$ cat config.mk
export PLATFORM = sky130hd
export DESIGN_NAME = apd_decoder
export DESIGN_NICKNAME = d
export VERILOG_FILES = /design/src/core/apd_pkg.sv /design/src/core/apd_dec_if.sv /design/src/core/apd_classify.sv /design/src/core/apd_agu.sv /design/src/core/apd_decoder.sv
export SDC_FILE = /design/constraint.sdc
export NUM_CORES = 1
export LEC_CHECK = 0
export BUFFER_PORTS_ARGS = -buffer_cell sky130_fd_sc_hd__buf_2
export CAP_MARGIN = 5
export CELL_PAD_IN_SITES_DETAIL_PLACEMENT = 0
export CELL_PAD_IN_SITES_GLOBAL_PLACEMENT = 1
export CORE_UTILIZATION = 40
export DETAILED_ROUTE_END_ITERATION = 8
export GPL_TIMING_DRIVEN = 0
export PLACE_DENSITY = 0.74
export RECOVER_POWER = 25
export SYNTH_ARGS = -nofsm -noshare
export SYNTH_HDL_FRONTEND = slang
export SYNTH_HIERARCHICAL = 1
export SYNTH_SLANG_ARGS = --single-unit
$ cat constraint.sdc
create_clock -name ref_clk -period 8.9 [get_ports ref_clk]
set_input_delay 1.335 -clock ref_clk [delete_from_list [all_inputs] [get_ports ref_clk]]
set_output_delay 1.335 -clock ref_clk [all_outputs]
set_load 0.01 [all_outputs]
$ cat src/core/apd_pkg.sv
// Purpose: Shared constants and types of the addressing-mode and prefix-byte decoder.
// Assumes: Byte-wide program/data memory with a 16-bit address space.
// Notes: The opcode column layout lives in the classifier.
package apd_pkg;

    localparam logic [7:0] PFX_SECOND_INDEX_BYTE = 8'h90;
    localparam logic [7:0] PFX_SECOND_INDEX_INDIRECT_BYTE = 8'h91;
    localparam logic [7:0] PFX_INDIRECT_BYTE = 8'h92;
    // Relative call sits in the immediate column and is pulled out by value
    localparam logic [7:0] OP_RELATIVE_CALL = 8'had;
    localparam logic [15:0] RESET_PC = 16'h0000;
    localparam logic [7:0] PAGE_ZERO_HI = 8'h00;
    localparam logic [15:0] PC_STEP = 16'h0001;
    localparam logic [2:0] LEN_STEP = 3'h1;
    localparam logic [1:0] CNT_STEP = 2'h1;

    typedef enum logic [1:0] {
        PFX_NONE,
        PFX_Y,
        PFX_IND,
        PFX_IND_Y
    } apd_pfx_type;

    typedef enum logic [4:0] {
        MODE_INH,
        MODE_IMM,
        MODE_DIR_S,
        MODE_DIR_L,
        MODE_IDX0,
        MODE_IDX_S,
        MODE_IDX_L,
        MODE_IND_S,
        MODE_IND_L,
        MODE_IIDX_S,
        MODE_IIDX_L,
        MODE_REL,
        MODE_REL_IND,
        MODE_BIT_DIR,
        MODE_BIT_IND,
        MODE_BTJ_DIR,
        MODE_BTJ_IND
    } apd_mode_type;

    typedef enum logic [2:0] {
        ST_OPCODE,
        ST_CLASSIFY,
        ST_EXTENSION,
        ST_POINTER,
        ST_RESOLVE,
        ST_HANDOFF
    } apd_state_type;

endpackage : apd_pkg

$ cat src/core/apd_dec_if.sv
// Purpose: Carries opcode, mode and address terms between the decoder's modules.
// Assumes: Purely combinational paths across it.
// Notes: cls feeds the mode, agu forms the addresses, core owns the state.
`timescale 1ns/1ps
`default_nettype none
interface apd_dec_if;
    import apd_pkg::*;
    logic [7:0] opcode;
    apd_pfx_type pfx;
    apd_mode_type mode;
    logic use_y;
    logic [1:0] ext_len;
    logic [1:0] ptr_len;
    logic [7:0] ix;
    logic [7:0] iy;
    logic [7:0] ext0;
    logic [7:0] ext1;
    logic [7:0] ptr0;
    logic [7:0] ptr1;
    logic [15:0] next_pc;
    logic [15:0] ea;
    logic [15:0] target;

    modport cls (input opcode, pfx, output mode, use_y, ext_len, ptr_len);
    modport agu (input mode, use_y, ix, iy, ext0, ext1, ptr0, ptr1, next_pc,
                 output ea, target);
    modport core (output opcode, pfx, ix, iy, ext0, ext1, ptr0, ptr1, next_pc,
                  input mode, use_y, ext_len, ptr_len, ea, target);
endinterface : apd_dec_if
`default_nettype wire

$ cat src/core/apd_classify.sv
// Purpose: Maps opcode and prefix to addressing mode, index choice and byte counts.
// Assumes: Opcode column (high nibble) selects the base mode.
// Notes: A prefix that does not apply to the base mode leaves it unchanged.
`timescale 1ns/1ps
`default_nettype none
module apd_classify (
    apd_dec_if.cls dif
);
    import apd_pkg::*;

    apd_mode_type base;

    always_comb begin
        unique case (dif.opcode[7:4])
            4'h0: base = MODE_BTJ_DIR;
            4'h1: base = MODE_BIT_DIR;
            4'h2: base = MODE_REL;
            4'h3, 4'hb: base = MODE_DIR_S;
            4'h4, 4'h5, 4'h8, 4'h9: base = MODE_INH;
            4'h6, 4'he: base = MODE_IDX_S;
            4'h7, 4'hf: base = MODE_IDX0;
            4'ha: base = MODE_IMM;
            4'hc: base = MODE_DIR_L;
            4'hd: base = MODE_IDX_L;
        endcase
        if (dif.opcode == OP_RELATIVE_CALL) begin
            base = MODE_REL;
        end
        dif.mode = base;
        dif.use_y = 1'b0;
        unique case (dif.pfx)
            PFX_NONE: dif.use_y = 1'b0;
            PFX_Y: dif.use_y = base inside {MODE_IMM, MODE_DIR_S, MODE_DIR_L, MODE_INH,
                                            MODE_IDX0, MODE_IDX_S, MODE_IDX_L};
            PFX_IND: begin
                unique case (base)
                    MODE_DIR_S: dif.mode = MODE_IND_S;
                    MODE_DIR_L: dif.mode = MODE_IND_L;
                    MODE_REL: dif.mode = MODE_REL_IND;
                    MODE_BIT_DIR: dif.mode = MODE_BIT_IND;
                    MODE_BTJ_DIR: dif.mode = MODE_BTJ_IND;
                    MODE_IDX_S: dif.mode = MODE_IIDX_S;
                    MODE_IDX_L: dif.mode = MODE_IIDX_L;
                    default: dif.mode = base;
                endcase
            end
            PFX_IND_Y: begin
                if (base inside {MODE_IDX_S, MODE_IDX_L}) begin
                    dif.mode = (base == MODE_IDX_S) ? MODE_IIDX_S : MODE_IIDX_L;
                    dif.use_y = 1'b1;
                end
            end
        endcase
        // Bytes after the opcode, then pointer bytes read from page zero
        unique case (dif.mode)
            MODE_INH, MODE_IDX0: dif.ext_len = 2'd0;
            MODE_DIR_L, MODE_IDX_L, MODE_BTJ_DIR, MODE_BTJ_IND: dif.ext_len = 2'd2;
            default: dif.ext_len = 2'd1;
        endcase
        unique case (dif.mode)
            MODE_IND_L, MODE_IIDX_L: dif.ptr_len = 2'd2;
            MODE_IND_S, MODE_IIDX_S, MODE_REL_IND, MODE_BIT_IND,
            MODE_BTJ_IND: dif.ptr_len = 2'd1;
            default: dif.ptr_len = 2'd0;
        endcase
    end

endmodule : apd_classify
`default_nettype wire

$ cat src/core/apd_agu.sv
// Purpose: Forms the effective address and the relative branch target.
// Assumes: Two-byte fields are high byte first.
// Notes: Index additions are unsigned and never wrap below 64 KB.
`timescale 1ns/1ps
`default_nettype none
module apd_agu (
    apd_dec_if.agu dif
);
    import apd_pkg::*;

    logic [15:0] idx;
    logic [7:0] off;

    always_comb begin
        idx = {PAGE_ZERO_HI, (dif.use_y ? dif.iy : dif.ix)};
        unique case (dif.mode)
            MODE_IMM, MODE_INH, MODE_REL, MODE_REL_IND: dif.ea = 16'h0000;
            MODE_DIR_S, MODE_BIT_DIR, MODE_BTJ_DIR: dif.ea = {PAGE_ZERO_HI, dif.ext0};
            MODE_DIR_L: dif.ea = {dif.ext0, dif.ext1};
            MODE_IDX0: dif.ea = idx;
            MODE_IDX_S: dif.ea = {PAGE_ZERO_HI, dif.ext0} + idx;
            MODE_IDX_L: dif.ea = {dif.ext0, dif.ext1} + idx;
            MODE_IND_S, MODE_BIT_IND, MODE_BTJ_IND: dif.ea = {PAGE_ZERO_HI, dif.ptr0};
            MODE_IND_L: dif.ea = {dif.ptr0, dif.ptr1};
            MODE_IIDX_S: dif.ea = {PAGE_ZERO_HI, dif.ptr0} + idx;
            MODE_IIDX_L: dif.ea = {dif.ptr0, dif.ptr1} + idx;
        endcase
        unique case (dif.mode)
            MODE_REL_IND: off = dif.ptr0;
            MODE_BTJ_DIR, MODE_BTJ_IND: off = dif.ext1;
            default: off = dif.ext0;
        endcase
        // Base is the address after the whole instruction
        dif.target = dif.next_pc + {{8{off[7]}}, off};
    end

endmodule : apd_agu
`default_nettype wire

$ cat src/core/apd_decoder.sv
// Purpose: Fetches prefix, opcode, address bytes and pointers; hands a decoded instruction on.
// Assumes: Memory answers a held read request with mem_ack and data in the same cycle.
// Notes: One instruction in flight; the executor takes it with exec_ready.
// Functional notes
// - Inherent instructions are the opcode alone, no further bytes.
// - Immediate takes exactly one byte after the opcode as operand value.
// - Short direct uses one address byte, so addresses stay in 00..FF.
// - Long direct fetches a two-byte address covering 64 KB.
// - Indexed address is unsigned sum of chosen index register and offset.
// - Indexed without offset adds no byte; address equals index register.
// - Short indexed adds one unsigned offset byte, reaching up to 1FE.
// - Long indexed fetches a two-byte offset covering 64 KB.
// - Indirect reads a page-zero pointer address, then fetches the pointer.
// - Short indirect pointer is one byte; long indirect pointer is two.
// - Indirect indexed address is index register plus fetched pointer.
// - Short indirect indexed reaches 1FE; long variant covers 64 KB.
// - Relative jumps and relative call add a signed 8-bit offset.
// - Relative indirect fetches the signed offset from the given address.
// - Instructions span one to four bytes including any prefix.
// - Optional prefix, opcode, then zero to two address bytes.
// - Prefix 90 swaps first index register for the second.
// - Prefix 92 turns direct forms indirect and indexed into indirect indexed.
// - Prefix 91 makes first-index indirect indexed use the second index.
// - Relative target is based on the address after the jump.
`timescale 1ns/1ps
`default_nettype none
module apd_decoder (
    input wire logic ref_clk,
    input wire logic rst,
    output logic mem_req,
    output logic [15:0] mem_addr,
    input wire logic mem_ack,
    input wire logic [7:0] mem_rdata,
    input wire logic [7:0] idx_first,
    input wire logic [7:0] idx_second,
    input wire logic exec_ready,
    input wire logic pc_load,
    input wire logic [15:0] pc_value,
    output logic dec_valid,
    output logic [7:0] dec_opcode,
    output apd_pkg::apd_mode_type dec_mode,
    output logic dec_use_y,
    output logic [2:0] dec_len,
    output logic [7:0] dec_operand,
    output logic [15:0] dec_ea,
    output logic [15:0] dec_target,
    output logic [15:0] dec_next_pc
);
    import apd_pkg::*;

    typedef struct packed {
        apd_state_type st;
        logic [15:0] pc;
        logic mem_req;
        logic [15:0] mem_addr;
        apd_pfx_type pfx;
        logic [7:0] opcode;
        logic [7:0] ext0;
        logic [7:0] ext1;
        logic [7:0] ptr0;
        logic [7:0] ptr1;
        logic [1:0] cnt;
        logic [2:0] len;
        logic dec_valid;
        apd_mode_type dec_mode;
        logic dec_use_y;
        logic [2:0] dec_len;
        logic [7:0] dec_operand;
        logic [15:0] dec_ea;
        logic [15:0] dec_target;
        logic [15:0] dec_next_pc;
    } apd_core_type;

    localparam apd_core_type CORE_RESET = '{st: ST_OPCODE, pfx: PFX_NONE, dec_mode: MODE_INH,
                                            pc: RESET_PC, default: '0};

    apd_core_type r_reg;
    apd_core_type r_next;
    apd_pfx_type byte_pfx;
    logic got;
    logic [15:0] ptr_addr;
    logic [1:0] cnt_inc;

    apd_dec_if dif ();

    apd_classify u_classify (
        .dif(dif.cls)
    );

    apd_agu u_agu (
        .dif(dif.agu)
    );

    assign dif.opcode = r_reg.opcode;
    assign dif.pfx = r_reg.pfx;
    assign dif.ix = idx_first;
    assign dif.iy = idx_second;
    assign dif.ext0 = r_reg.ext0;
    assign dif.ext1 = r_reg.ext1;
    assign dif.ptr0 = r_reg.ptr0;
    assign dif.ptr1 = r_reg.ptr1;
    assign dif.next_pc = r_reg.pc;

    always_comb begin
        unique case (mem_rdata)
            PFX_SECOND_INDEX_BYTE: byte_pfx = PFX_Y;
            PFX_INDIRECT_BYTE: byte_pfx = PFX_IND;
            PFX_SECOND_INDEX_INDIRECT_BYTE: byte_pfx = PFX_IND_Y;
            default: byte_pfx = PFX_NONE;
        endcase
    end

    always_comb begin
        r_next = r_reg;
        got = r_reg.mem_req && mem_ack;
        cnt_inc = r_reg.cnt + CNT_STEP;
        // Pointers start in page zero; the 16-bit sum lets a two-byte pointer at FF carry its second byte to 0100
        ptr_addr = {PAGE_ZERO_HI, r_reg.ext0} + {14'h0000, r_reg.cnt};
        if (r_reg.st inside {ST_OPCODE, ST_EXTENSION, ST_POINTER}) begin
            if (!r_reg.mem_req) begin
                r_next.mem_req = 1'b1;
                r_next.mem_addr = (r_reg.st == ST_POINTER) ? ptr_addr : r_reg.pc;
            end else if (mem_ack) begin
                r_next.mem_req = 1'b0;
            end
        end
        unique case (r_reg.st)
            ST_OPCODE: begin
                if (got) begin
                    r_next.pc = r_reg.pc + PC_STEP;
                    r_next.len = r_reg.len + LEN_STEP;
                    // A second prefix byte is taken as an opcode, never stacked
                    if (r_reg.pfx == PFX_NONE && byte_pfx != PFX_NONE) begin
                        r_next.pfx = byte_pfx;
                    end else begin
                        r_next.opcode = mem_rdata;
                        r_next.st = ST_CLASSIFY;
                    end
                end
            end
            ST_CLASSIFY: begin
                r_next.cnt = 2'd0;
                if (dif.ext_len != 2'd0) begin
                    r_next.st = ST_EXTENSION;
                end else if (dif.ptr_len != 2'd0) begin
                    r_next.st = ST_POINTER;
                end else begin
                    r_next.st = ST_RESOLVE;
                end
            end
            ST_EXTENSION: begin
                if (got) begin
                    if (r_reg.cnt == 2'd0) begin
                        r_next.ext0 = mem_rdata;
                    end else begin
                        r_next.ext1 = mem_rdata;
                    end
                    r_next.pc = r_reg.pc + PC_STEP;
                    r_next.len = r_reg.len + LEN_STEP;
                    r_next.cnt = cnt_inc;
                    if (cnt_inc == dif.ext_len) begin
                        r_next.cnt = 2'd0;
                        r_next.st = (dif.ptr_len != 2'd0) ? ST_POINTER : ST_RESOLVE;
                    end
                end
            end
            ST_POINTER: begin
                if (got) begin
                    if (r_reg.cnt == 2'd0) begin
                        r_next.ptr0 = mem_rdata;
                    end else begin
                        r_next.ptr1 = mem_rdata;
                    end
                    r_next.cnt = cnt_inc;
                    if (cnt_inc == dif.ptr_len) begin
                        r_next.st = ST_RESOLVE;
                    end
                end
            end
            ST_RESOLVE: begin
                r_next.dec_valid = 1'b1;
                r_next.dec_mode = dif.mode;
                r_next.dec_use_y = dif.use_y;
                r_next.dec_len = r_reg.len;
                r_next.dec_operand = r_reg.ext0;
                r_next.dec_ea = dif.ea;
                r_next.dec_target = dif.target;
                r_next.dec_next_pc = r_reg.pc;
                r_next.st = ST_HANDOFF;
            end
            ST_HANDOFF: begin
                // The executor redirects the fetch here after a taken branch
                if (exec_ready) begin
                    r_next.dec_valid = 1'b0;
                    r_next.pc = pc_load ? pc_value : r_reg.pc;
                    r_next.pfx = PFX_NONE;
                    r_next.len = 3'd0;
                    r_next.st = ST_OPCODE;
                end
            end
        endcase
    end

    always_ff @(posedge ref_clk or posedge rst) begin
        if (rst) begin
            r_reg <= CORE_RESET;
        end else begin
            r_reg <= r_next;
        end
    end

    assign mem_req = r_reg.mem_req;
    assign mem_addr = r_reg.mem_addr;
    assign dec_valid = r_reg.dec_valid;
    assign dec_opcode = r_reg.opcode;
    assign dec_mode = r_reg.dec_mode;
    assign dec_use_y = r_reg.dec_use_y;
    assign dec_len = r_reg.dec_len;
    assign dec_operand = r_reg.dec_operand;
    assign dec_ea = r_reg.dec_ea;
    assign dec_target = r_reg.dec_target;
    assign dec_next_pc = r_reg.dec_next_pc;

    // Checks on each freshly decoded instruction, on pointer reads and on the held output
    logic [2:0] pfx_len;
    assign pfx_len = (r_reg.pfx == PFX_NONE) ? 3'd0 : 3'd1;
endmodule : apd_decoder
`default_nettype wire

After elaboration in Yosys (flattened, before gate mapping). Memory sizes are Yosys's and may differ from the RTL's. Cells that the tools add are included.

Register bits after elaboration: 149. ROM bits: 64. Output and inout bits: 91. Word-level logic and storage cells: 159. Memories kept: 1.

Memories: (no name shown) (depth 16, width 4, read ports 1, clocked after Yosys merged registers in 0, wr ports 0, RTL line apd_classify.sv:14) `unique case (dif.opcode[7:4])`.

$add $sub $neg: 9. Eq/ne operators: 48. Mux-type cells: 41. Bitwise operators: 3. Reductions and logical operators: 37.

Operator list (count): $pmux W16 S10 (1); $mux W19 (3); $eq A5 B4 Y1 const B (11); $pmux W16 S3 (1); $eq A5 B3 Y1 const B (7); $pmux W5 S7 (1); $add A16 B8 Y16 (2); $eq A8 B8 Y1 const B (4); $mux W16 (2); $mux W3 (7); $eq A5 B2 Y1 const B (4); $add A8 B8 Y9 (2); $pmux W3 S6 (1); $reduce_and A3 Y1 (6); $add A16 B1 Y16 const B (1); $add A16 B16 Y16 (1); $mux W8 (2); $pmux W8 S2 (1); $mux W5 (3); $ne A2 B2 Y1 const B (6); $pmux W2 S2 (3); $pmux W2 S3 (2); $reduce_bool A2 Y1 (6); $eq A5 B1 Y1 const B (2); other kinds (33) (59).

Longest topological paths before layout. Gate-level depths: netlist of run 1.

Depth in word-level cells: 14. Gate-level depth with buffers: 23. Depth with buffers taken out: 20.

Modules after synthesis. The synthesis of run 1 kept the hierarchy.

Modules (own cells, without submodules): apd_decoder (instances 1, cells each 646, area an instance 7378.3 sq um, sequential area each 3728.6 sq um); apd_agu (instances 1, cells each 367, area an instance 2750.1 sq um, sequential area each 0.0 sq um); apd_classify (instances 1, cells each 67, area an instance 498.0 sq um, sequential area each 0.0 sq um).

Worst setup path after synthesis of run 1. No wires, ideal clock.

Path type: register -> register. Start point: register r_reg, in the netlist dec_opcode[7]. End point: register r_reg, in the netlist dec_ea[8]. Library setup time: 0.125 ns. Arrival: 4.823 ns. Setup slack: 3.953 ns. Stages on the path, launching flop included: 18. Path buffers: 3. Period minus slack after synthesis: 4.947 ns. Cells stage by stage: dfrtp_1 -> buf_6 -> or2_4 -> nor4_1 -> nor2_1 -> nand3_2 -> buf_2 -> buf_2 -> mux2_2 -> ha_1 -> fa_1 -> a211oi_1 -> o21bai_1 -> o41ai_4 -> xor2_1 -> a222oi_1 -> nand2_1 -> mux2_2.

Longest elaborated chain between the ends: 9.

Ends and longest elaborated chain: start: declaration (RTL line apd_decoder.sv:77) `apd_core_type r_reg;`; start signal: assignment (RTL line apd_decoder.sv:208) `r_reg <= r_next;`; $mem_v2 Z16 W4 / $eq A8 B8 Y1 (equally long branches); $mux W5 (*) (RTL line apd_classify.sv:26) `if (dif.opcode == OP_RELATIVE_CALL) begin`; $eq A5 B3 Y1 (RTL line apd_classify.sv:36, apd_classify.sv:48); $reduce_bool A2 Y1 (RTL line apd_classify.sv:48) `if (base inside {MODE_IDX_S, MODE_IDX_L}) begin`; $mux W5 (RTL line apd_classify.sv:48); $pmux W5 S2 (*) (RTL line apd_classify.sv:31) `unique case (dif.pfx)`; via dif.mode[4] (RTL line apd_dec_if.sv:10) `apd_mode_type mode;`; $eq A5 B1 Y1 (tied with other cells) (RTL line apd_agu.sv:16) `unique case (dif.mode)`; $reduce_or A4 Y1 / $reduce_or A3 Y1 (equally long branches) (RTL line apd_agu.sv:16); $pmux W16 S10 (*) (RTL line apd_agu.sv:16); via dif.ea[8] (RTL line apd_dec_if.sv:21) `logic [15:0] ea;`.

The timed path passes the listed nets; every way through them passes the cells marked *. A chain may end at the register's enable or synchronous reset.

Final worst setup path of run 1. Ends and elaborated chain as after synthesis.

==> key figures, run 1 <==
Status
  – Outcome: complete, but fails checks
  – Violated checks: capacitance limit, slew limit

Setup path
  – Worst Path Arrival: 6.02 ns
  – Maximum fanout along the worst path: 10
  – R2R setup slack: 3.20 ns
  – Crit-path cells: buf_6 > or2_4 > nor4_1 > clkbuf_2 > nor2_1 > nand3_2 > buf_2 > buf_2 > mux2_2 > ha_1 > fa_1 > a211oi_1 > o21bai_1 > o41ai_4 > xor2_1 > a222oi_1 > nand2_1 > mux2_2
  – Required time worst endpoint: 9.23 ns
  – Setup CP Type: flip-flop to flip-flop
  – CP max-delay cell: nor4_1
  – Slowest Stage Delay on Critical Path: 0.64 ns
  – Critical path startpoint category: flip-flop
  – CP Capture Type: flip-flop

Route
  – DRC viols: 0
  – Routed Antenna Nets: 0
  – Vias/cell: 5.539
  – Drt initial violations: 518
  – TritonRoute pass-1 iters: 5
  – Via count: 8,774
  – Final wirelength: 29.49 mm
  – DR WL/cell: 18.62 um

GRT
  – Vias in the first global route: 8,202
  – Remaining global-route overflow: 0
  – Total Routing Usage GR: 0.2237
  – Largest net degree at the start of global routing: 90
  – Initial antenna violation count: 0
  – First-pass GRT wire length: 46.29 mm

Timing
  – Slew @ Worst Pin: 2.861 ns
  – Unrepaired setup endpoints after global routing: false
  – Final setup viols: 0
  – Fin. Hold Viols: 0
  – Min Clock Period, post-route: 5.697 ns
  – Clk_skew: 0.01474 ns
  – Setup TNS: 0 ns
  – Crit share post-route: 0.6401
  – FMAX: 175.5 MHz
  – Max-slew headroom: -0.9177
  – Max Slew Vio Count: 61

Power
  – Combinational power share: 0.603
  – Worst IR drop on VDD: 169.3 uV
  – Switching part of the total: 0.4487
  – Clk pwr share: 0.149
  – PwrDens: 424.3 nW/um2
  – Internal Power: 2892 uW
  – Reg power frac: 0.248
  – Psw: 2354 uW
  – Leak pwr: 0.005826 uW

Clocking
  – CTS Hold Bufs: 0
  – CTS Buf Count: 17
  – TritonCTS clock tree: built
  – CTS sink count: 149
  – Register clock-pin slew on the reported worst setup and hold paths: 0.07 ns
  – Root Buffer: clkbuf_16
  – H-tree depth: 4
  – CTS resizes: 0
  – Clock latency at the later pin of the worst-skew pair: 0.45 ns
  – Post-CTS setup buffer count: 0
  – Clk buf depth: 2

Die
  – Die Y: 165.0 um
  – Chip width: 165.0 um
  – Row cnt: 59
  – I/O pin count: 136
  – Core Area: 26,060 um2
  – Initial Util: 0.4078
  – Die area: 27,220 um2

Run
  – Max_cap viols: 1

Place
  – Placed cell area: 11,750 um2
  – Hpwl dp: 21.80 mm
  – Port bufs: 135
  – Gpl congestion: 0.9068

Min path
  – Worst min-delay path category: flip-flop to flip-flop

Synthesis
  – Sequential area share after synthesis: 0.3509
  – Yosys Warn Count: 6
  – Avg Cell Area, Syn: 9.839 um2
  – Cells after Synth: 1,080
  – Number of synthesized register bits: 149
  – Syn_nets: 1,165
  – Ys flop type: dfrtp_1
  – Post-synth ARST share: 1.000
  – Cell Area, Synth: 10,630 um2
  – EDFF count, synth: 0
  – Yosys cell types: 97

Final layout
  – Diode count: 0
  – Layout cell share with drive strength beyond 1: 0.3507
  – Area Overhead vs Synth: 16.34%
  – Layout fillers: 2,542
  – Fin nets: 1,321
  – Design Area, Final: 12,360 um2
-- per-stage QoR --
stage | utilization | power [uW] | hold slack [ns] | setup slack (ns) | instances
global placement | 0.4498 | 4431 | 0.4650 | 1.667 | 1550
finish | 0.4744 | 5246 | 0.4777 | 3.203 | 1584
global route | 0.4744 | 5670 | 0.5096 | 3.010 | 1584
CTS | 0.4748 | 5269 | 0.4842 | 2.887 | 1583
detailed placement | 0.4510 | 4472 | 0.4680 | 2.941 | 1551
floorplan | - | 3606 | 0.4498 | 3.557 | 1080
-- placed cells by master (no fill, tap or decap), drive strengths merged, types with 6 or more instances in the layout --
cell     synthesis  routed
o22ai           10      10
xnor2           20      20
or2              6       6
nor2            49      49
mux2           130     130
dfrtp          149     149
a22oi           20      20
and2             9       9
o31ai            9       9
nor4             6       6
nor2b            6       6
xor2            16      16
buf            130     261
a22o             7       7
a211oi          15      15
inv             25      36
nand4           12      12
o21a             9       9
a21oi           50      50
o211ai           6       6
a221oi           9       9
mux2i           13      13
a2bb2oi          8       8
a31oi            7       7
nand2           76      76
ha              36      36
nor3            17      17
nand2b          16      16
a21o            14      14
and3            13      13
clkbuf          16      39
nand3           35      35
o21ai           55      55
-- worst max-delay path, delay by kind of cell (launching register included) --
kind	cells	cell delay, ns
AND/OR/NAND/NOR	5	1.32
XOR/XNOR	1	0.12
multiplexers	2	0.63
buffers and inverters	4	1.07
flip-flops	1	0.41
adder cells (fa/ha/maj)	2	0.67
AO/OA/AOI/OAI	4	1.33
-- synthesized netlist by cell type (14+ instances only) --
cell / instances / share of area
dfrtp_1: 149 / 0.35
clkbuf_1: 16 / 0.0057
xor2_1: 16 / 0.013
buf_2: 28 / 0.013
nand3_1: 33 / 0.016
a21o_1: 14 / 0.0099
o21ai_0: 38 / 0.018
nor2_1: 47 / 0.017
ha_1: 36 / 0.042
a21oi_1: 49 / 0.023
a22oi_1: 20 / 0.014
mux2_1: 15 / 0.016
nand2_1: 75 / 0.026
xnor2_1: 19 / 0.016
buf_4: 95 / 0.067
mux2_2: 115 / 0.12
inv_1: 25 / 0.0088
o21ai_1: 17 / 0.0080
-- cells by family after synthesis --
| logic type | count (synthesis) | share of synthesized area |
|---|---|---|
| AO/OA/AOI/OAI | 263 | 0.1751 |
| XOR/XNOR | 36 | 0.03038 |
| adder cells (fa/ha/maj) | 40 | 0.04992 |
| buffers and inverters | 171 | 0.09867 |
| flip-flops | 149 | 0.3509 |
| multiplexers | 143 | 0.1500 |
| AND/OR/NAND/NOR | 278 | 0.1451 |
-- layout make-up --
cell class                      instances  area (um2)  share of cell area
Clock inverter                         15       193.9             0.01569
Tap cell                              335       419.2             0.03390
Clock buffer                           17       425.4             0.03441
Inverter                               25       95.09            0.007692
Sequential cell                       149        3729              0.3016
Multi-Input combinational cell        760        5843              0.4726
Timing Repair Buffer                  137       706.9             0.05718
Buffer                                146       950.9             0.07692
-- layer usage --
metal	vias up	part of all wire	GRT usage
li1	4211	-	-
met1	4270	0.47	0.3091
met2	253	0.47	0.3583
met3	40	0.042	0.03591
met4	0	0.018	0.06464
met5	-	0	0
-- power groups by stage --
stage                     clock (uW)  combinational, uW  sequential, uW
final                            780               3170            1300
after detailed placement           0               3160            1310
after global placement             0               3120            1310
after global routing             824               3500            1340
after floorplan                    0               2440            1170
after CTS                        794               3170            1300
-- worst paths after layout --
path,startpoint,endpoint,depth (start not counted)
min in group asynchronous,rst,mem_addr[13],2
min reg2reg,dec_valid,dec_valid,1
max,dec_opcode[7],dec_ea[8],18
max reg2reg,dec_opcode[7],dec_ea[8],18
max in group asynchronous,rst,dif.ptr1[4],3
min,dec_valid,dec_valid,1
Note: power is estimated with default switching activity, not from simulation.
==> run 2, diff against run 1 <==
--- a/config.mk
+++ b/config.mk
@@ -12,7 +12,7 @@
 export CORE_UTILIZATION = 40
 export DETAILED_ROUTE_END_ITERATION = 8
 export GPL_TIMING_DRIVEN = 0
-export PLACE_DENSITY = 0.74
+export PLACE_DENSITY = 0.77
 export RECOVER_POWER = 25
 export SYNTH_ARGS = -nofsm -noshare
 export SYNTH_HDL_FRONTEND = slang
==> constraint.sdc (replaced) <==
create_clock -name ref_clk -period 5 [get_ports ref_clk]
set_input_delay 0.75 -clock ref_clk [delete_from_list [all_inputs] [get_ports ref_clk]]
set_output_delay 0.75 -clock ref_clk [all_outputs]
set_load 0.01 [all_outputs]
==> run 2 against run 1 <==
Against the previous run:
- the flow still finishes with violations (capacitance limit, slew limit)
- flip-flop and latch count did not move
- utilization rose by 0.52 points
- clock power rose by 76%
- sequential share of layout area fell by 0.30 points
- maximum frequency rose by 19%
- wire length fell by 0.46%
- register-to-register slack got worse by 3.0 ns
- setup slack got worse by 3.0 ns
- combinational power rose by 81%
- die area did not move
- cell count rose by 0.13%
- non-clock buffer count rose by 2
- critical endpoint unchanged
- largest power group unchanged
==> key figures, run 2 (same netlist as run 1, synthesis figures left out) <==
Timing
  – Unrepaired setup endpoints after global routing: true
  – Max Slew Vio Count: 55
  – Fin. Hold Viols: 0
  – Setup TNS: 0 ns
  – Min Clock Period, post-route: 4.777 ns
  – Max-slew headroom: -0.7158
  – Final setup viols: 0
  – Crit share post-route: 0.9554
  – Clk_skew: 0.01167 ns
  – FMAX: 209.3 MHz
  – Slew @ Worst Pin: 2.560 ns

Clocking
  – Root Buffer: clkbuf_16
  – CTS Buf Count: 17
  – H-tree depth: 4
  – Register clock-pin slew on the reported worst setup and hold paths: 0.07 ns
  – CTS sink count: 149
  – Clock latency at the later pin of the worst-skew pair: 0.43 ns
  – Clk buf depth: 2
  – TritonCTS clock tree: built
  – CTS Hold Bufs: 0

Route
  – DR WL/cell: 18.51 um
  – Drt initial violations: 541
  – DRC viols: 0
  – TritonRoute pass-1 iters: 5
  – Via count: 8,853
  – Routed Antenna Nets: 0
  – Final wirelength: 29.35 mm
  – Vias/cell: 5.582

Final layout
  – Core Util, Final: 0.4796
  – Most frequent cells in the layout: buf_2 (159), dfrtp_1 (146), mux2_2 (115)
  – Diode count: 0
  – Layout cell share with drive strength beyond 1: 0.3685
  – Layout fillers: 2,510
  – Fin nets: 1,323
  – Area Overhead vs Synth: 17.61%
  – Design Area, Final: 12,500 um2
  – Most common cell after layout, fill and taps aside: buf_2

Place
  – Placed cell area: 11,760 um2
  – Port bufs: 135
  – Gpl congestion: 0.8940
  – Hpwl dp: 21.54 mm

Setup path
  – Critical path startpoint category: flip-flop
  – CP Capture Type: flip-flop
  – Required time worst endpoint: 5.32 ns
  – Setup CP Type: flip-flop to flip-flop
  – Maximum fanout along the worst path: 19
  – Worst Path Arrival: 5.09 ns

Die
  – Row cnt: 59
  – Die Y: 165.0 um
  – Initial Util: 0.4078
  – Chip width: 165.0 um
  – Die area: 27,220 um2
  – Core Area: 26,060 um2
  – I/O pin count: 136

GRT
  – Largest net degree at the start of global routing: 96
  – Initial antenna violation count: 0
  – Total Routing Usage GR: 0.2222
  – First-pass GRT wire length: 46.22 mm
  – Vias in the first global route: 8,303
  – Remaining global-route overflow: 0

Run
  – Max_cap viols: 1

Power
  – Reg power frac: 0.247
  – Worst IR drop on VDD: 368.1 uV
  – PwrDens: 754.0 nW/um2
  – Psw: 4174 uW
  – Switching part of the total: 0.4430
  – Internal Power: 5249 uW
  – Leak pwr: 0.005874 uW
  – Combinational power share: 0.608
  – Clk pwr share: 0.145

Status
  – Violated checks: capacitance limit, slew limit
  – Outcome: complete, but fails checks

Min path
  – Worst min-delay path category: flip-flop to flip-flop
[run 2: cell count changes in the layout (fill, tap and decap cells not counted), moves of 3 or more]
cell      before  now
o21ai_0       42   38
dfrtp_1      149  146
inv_6          7    4
o21ai_1       13   17
inv_8          5    0
dfrtp_2        0    3
clkbuf_1      21   17
clkinv_4       0    3
buf_4         95   99
[run 2: worst max-delay path, stage by stage (launching register included)]
cell	delay, ns
dfrtp_1	0.39
buf_4	0.18
nand2b_4	0.19
a2bb2oi_2	0.17
a221oi_4	0.29
or2_4	0.18
inv_1	0.07
clkbuf_4	0.20
nand3_4	0.16
buf_12	0.20
mux2_2	0.35
ha_1	0.23
fa_1	0.45
a211oi_2	0.28
o21bai_2	0.15
o41ai_4	0.29
xor2_1	0.12
a222oi_1	0.38
nand2_1	0.10
mux2_2	0.27
[run 2: final cells by class]
| cell class | count | area, um2 | share of cell area |
|---|---|---|---|
| clock inverter | 13 | 171.4 | 0.01372 |
| tap | 335 | 419.2 | 0.03354 |
| clock buffer | 19 | 442.9 | 0.03544 |
| multi-input combinational | 760 | 5934 | 0.4748 |
| timing repair buffer | 140 | 730.7 | 0.05846 |
| sequential | 149 | 3732 | 0.2986 |
| buffer | 145 | 972.2 | 0.07779 |
| inverter | 25 | 95.09 | 0.007608 |
[run 2: routing by layer]
metal | GRT usage | up-vias | share of wire
met5 | 0 | - | 0
met4 | 0.06756 | 0 | 0.017
met2 | 0.3593 | 270 | 0.47
met3 | 0.03616 | 38 | 0.052
li1 | - | 4206 | -
met1 | 0.3029 | 4339 | 0.46
[run 2: timing repair]
item                                    in CTS  in global routing
gates cloned                                 0                  0
buffers inserted                             2                  1
gates resized for setup                     12                 16
endpoints found under the setup margin       9                 13
pin swaps                                    1                  4
[run 2: per-stage QoR]
step                power [uW]  setup slack, ns  hold slack [ns]  cells
floorplan                 6419          0.05274           0.4498   1080
global placement          7864           -1.635           0.4631   1550
detailed placement        7943          -0.5604           0.4694   1552
CTS                       9389          0.04982           0.3832   1585
global route             10170         -0.02012           0.5144   1586
finish                    9424           0.2231           0.4798   1586
[run 2: worst paths after layout]
check / from / end / slack (ns) / cells past startpoint
worst max-delay path: dec_opcode[5] / dec_ea[8] / 0.22 / 19
worst min register to register: mem_addr[11] / mem_addr[11] / 0.48 / 2
worst max register to register: dec_opcode[5] / dec_ea[8] / 0.22 / 19
worst min-delay path: mem_addr[11] / mem_addr[11] / 0.48 / 2
max in group asynchronous: rst / dec_opcode[4] / 2.67 / 3
min in group asynchronous: rst / mem_addr[12] / 1.03 / 2
[run 2: power groups by stage]
stage          sequential (uW)  clock [uW]  combinational [uW]
3_5_place_dp              2350           0                5590
2_1_floorplan             2080           0                4330
4_1_cts                   2330        1390                5670
6_report                  2330        1370                5730
3_3_place_gp              2330           0                5530
5_1_grt                   2400        1440                6330
==> run 3, diff against run 2 <==
--- a/config.mk
+++ b/config.mk
@@ -14,6 +14,7 @@
 export GPL_TIMING_DRIVEN = 0
 export PLACE_DENSITY = 0.77
 export RECOVER_POWER = 25
+export SETUP_SLACK_MARGIN = 0.3
 export SYNTH_ARGS = -nofsm -noshare
 export SYNTH_HDL_FRONTEND = slang
 export SYNTH_HIERARCHICAL = 1
==> run 3 against run 2 <==
Against the previous run:
- the flow still finishes with violations (capacitance limit, slew limit)
- critical path depth increased by 1
- critical endpoint is now dec_target[9]
- sequential share of layout area decreased by 0.93 points
- global-route usage decreased by 0.070 points
- flip-flop and latch count unchanged
==> key figures, run 3 (same netlist as run 1, synthesis figures left out) <==
Setup path
  – Reg-to-reg endpoint: dec_target[9]
  – Setup CP Type: flip-flop to flip-flop
  – CP max-delay cell: dfrtp_1
  – Crit-path cells: buf_6 > nand2b_4 > a2bb2oi_4 > a221oi_4 > or2_4 > inv_4 > buf_8 > and3_1 > a22o_1 > buf_6 > and2_4 > a221o_1 > ha_1 > a211o_1 > a21o_1 > a2111o_1 > a31o_1 > a21oi_2 > xnor2_1 > mux2_4
  – Required time worst endpoint: 5.31 ns
  – Crit path from: dec_opcode[5]
  – Slowest Stage Delay on Critical Path: 0.42 ns
  – R2R setup slack: 0.43 ns
  – Worst Path Arrival: 4.88 ns
  – Reg2reg start: dec_opcode[5]
  – CP Capture Type: flip-flop
  – Reg2Reg Depth: 20
  – Critical path startpoint category: flip-flop
  – Worst Setup EP: dec_target[9]
  – Most used cell, CP: buf_6
  – Maximum fanout along the worst path: 8

Timing
  – Unrepaired setup endpoints after global routing: true
  – Max-slew headroom: -0.3449
  – Crit share post-route: 0.9130
  – Fin. Hold Viols: 0
  – FMAX: 219.0 MHz
  – Setup TNS: 0 ns
  – Slew @ Worst Pin: 2.017 ns
  – Clk_skew: 0.01142 ns
  – Max Slew Vio Count: 97
  – Min Clock Period, post-route: 4.565 ns
  – Final setup viols: 0

Min path
  – Worst min-delay path category: primary input to async pin

Die
  – Die Y: 165.0 um
  – Die area: 27,220 um2
  – Row cnt: 59
  – Initial Util: 0.4078
  – Core Area: 26,060 um2
  – Chip width: 165.0 um
  – I/O pin count: 136

Status
  – Outcome: complete, but fails checks
  – Violated checks: capacitance limit, slew limit

Power
  – Psw: 4327 uW
  – Worst IR drop on VDD: 373.7 uV
  – Clk pwr share: 0.131
  – PwrDens: 754.3 nW/um2
  – Internal Power: 5406 uW
  – Reg power frac: 0.239
  – Leak pwr: 0.006077 uW
  – Combinational power share: 0.631
  – Switching part of the total: 0.4446

Final layout
  – Final non-filler cell total: 1,628
  – Fin nets: 1,365
  – Area Overhead vs Synth: 21.43%
  – Design Area, Final: 12,900 um2
  – Core Util, Final: 0.4952
  – Most common cell after layout, fill and taps aside: buf_2
  – Most frequent cells in the layout: buf_2 (157), dfrtp_1 (145), buf_4 (135)
  – Diode count: 0
  – Layout cell share with drive strength beyond 1: 0.3968
  – Layout fillers: 2,464

Route
  – Via count: 9,063
  – DR WL/cell: 18.45 um
  – Drt initial violations: 585
  – Final wirelength: 30.04 mm
  – TritonRoute pass-1 iters: 5
  – Vias/cell: 5.567
  – Routed Antenna Nets: 0
  – DRC viols: 0

Clocking
  – Root Buffer: clkbuf_16
  – CTS Buf Count: 17
  – Clk buf depth: 2
  – Clock latency at the later pin of the worst-skew pair: 0.43 ns
  – Register clock-pin slew on the reported worst setup and hold paths: 0.07 ns
  – CTS sink count: 149
  – TritonCTS clock tree: built
  – H-tree depth: 4
  – CTS Hold Bufs: 0

GRT
  – Initial antenna violation count: 0
  – First-pass GRT wire length: 46.44 mm
  – Vias in the first global route: 8,322
  – Largest net degree at the start of global routing: 38
  – Remaining global-route overflow: 0
  – Total Routing Usage GR: 0.2215

Place
  – Gpl congestion: 0.8931
  – Placed cell area: 11,810 um2
  – Placed insts: 1,554
  – Port bufs: 135
  – Hpwl dp: 22.00 mm

Run
  – Max_cap viols: 3
==> run 3: worst min-delay path by stage <==
stage,slack (ns),start,endpoint
CTS,0.36,rst,mem_addr[13]
finish,0.45,rst,mem_addr[13]
detailed placement,0.47,mem_addr[5],mem_addr[5]
global route,0.51,dec_valid,dec_valid
floorplan,0.45,mem_addr[11],mem_addr[11]
global placement,0.46,mem_addr[5],mem_addr[5]
==> run 3: repair_timing <==
item / 4_1_cts / 5_1_grt
cloned: 0 / 1
setup endpoints to repair: 16 / 18
pin swaps: 8 / 23
resized for setup: 31 / 32
buffers inserted: 6 / 35
==> run 3: per-layer routing <==
| metal | routed length [um] | track usage | share of wire | up-vias |
|---|---|---|---|---|
| met5 | 0 | 0 | 0 | - |
| met4 | 424 | 0.05129 | 0.014 | 0 |
| met3 | 1823 | 0.03893 | 0.061 | 31 |
| met2 | 14010 | 0.3518 | 0.47 | 302 |
| met1 | 13770 | 0.3114 | 0.46 | 4439 |
| li1 | - | - | - | 4291 |
==> run 3: power groups by stage <==
| stage | sequential (uW) | clock, uW | combinational (uW) |
|---|---|---|---|
| after floorplan | 2080 | 0 | 4340 |
| after global placement | 2330 | 0 | 5550 |
| after detailed placement | 2340 | 0 | 5610 |
| after CTS | 2320 | 1290 | 5770 |
| after global routing | 2400 | 1350 | 6730 |
| final | 2320 | 1270 | 6140 |
==> run 3: area by class of cell <==
type	instances	area, um2	share of cell area
sequential	149	3734	0.2893
inverter	25	100.1	0.007757
buffer	146	1011	0.07835
tap	335	419.2	0.03248
timing repair buffer	181	1025	0.07941
multi-input combinational	760	6045	0.4684
clock inverter	15	145.1	0.01125
clock buffer	17	425.4	0.03297
==> run 3: metrics by stage <==
stage,hold WS (ns),total power (uW),setup WS [ns]
floorplan,0.4498,6422,0.3003
global placement,0.4628,7876,-0.5976
detailed placement,0.4717,7954,-0.6068
CTS,0.3563,9377,0.3337
global route,0.5054,10480,0.2369
finish,0.4516,9734,0.4348
==> run 3: worst max-delay path: cells and delay by family (launching register included) <==
kind                     cells  cell delay (ns)
AO/OA/AOI/OAI                9             2.26
AND/OR/NAND/NOR              4             0.65
buffers and inverters        4             0.46
flip-flops                   1             0.42
adder cells (fa/ha/maj)      1             0.32
multiplexers                 1             0.25
XOR/XNOR                     1             0.09
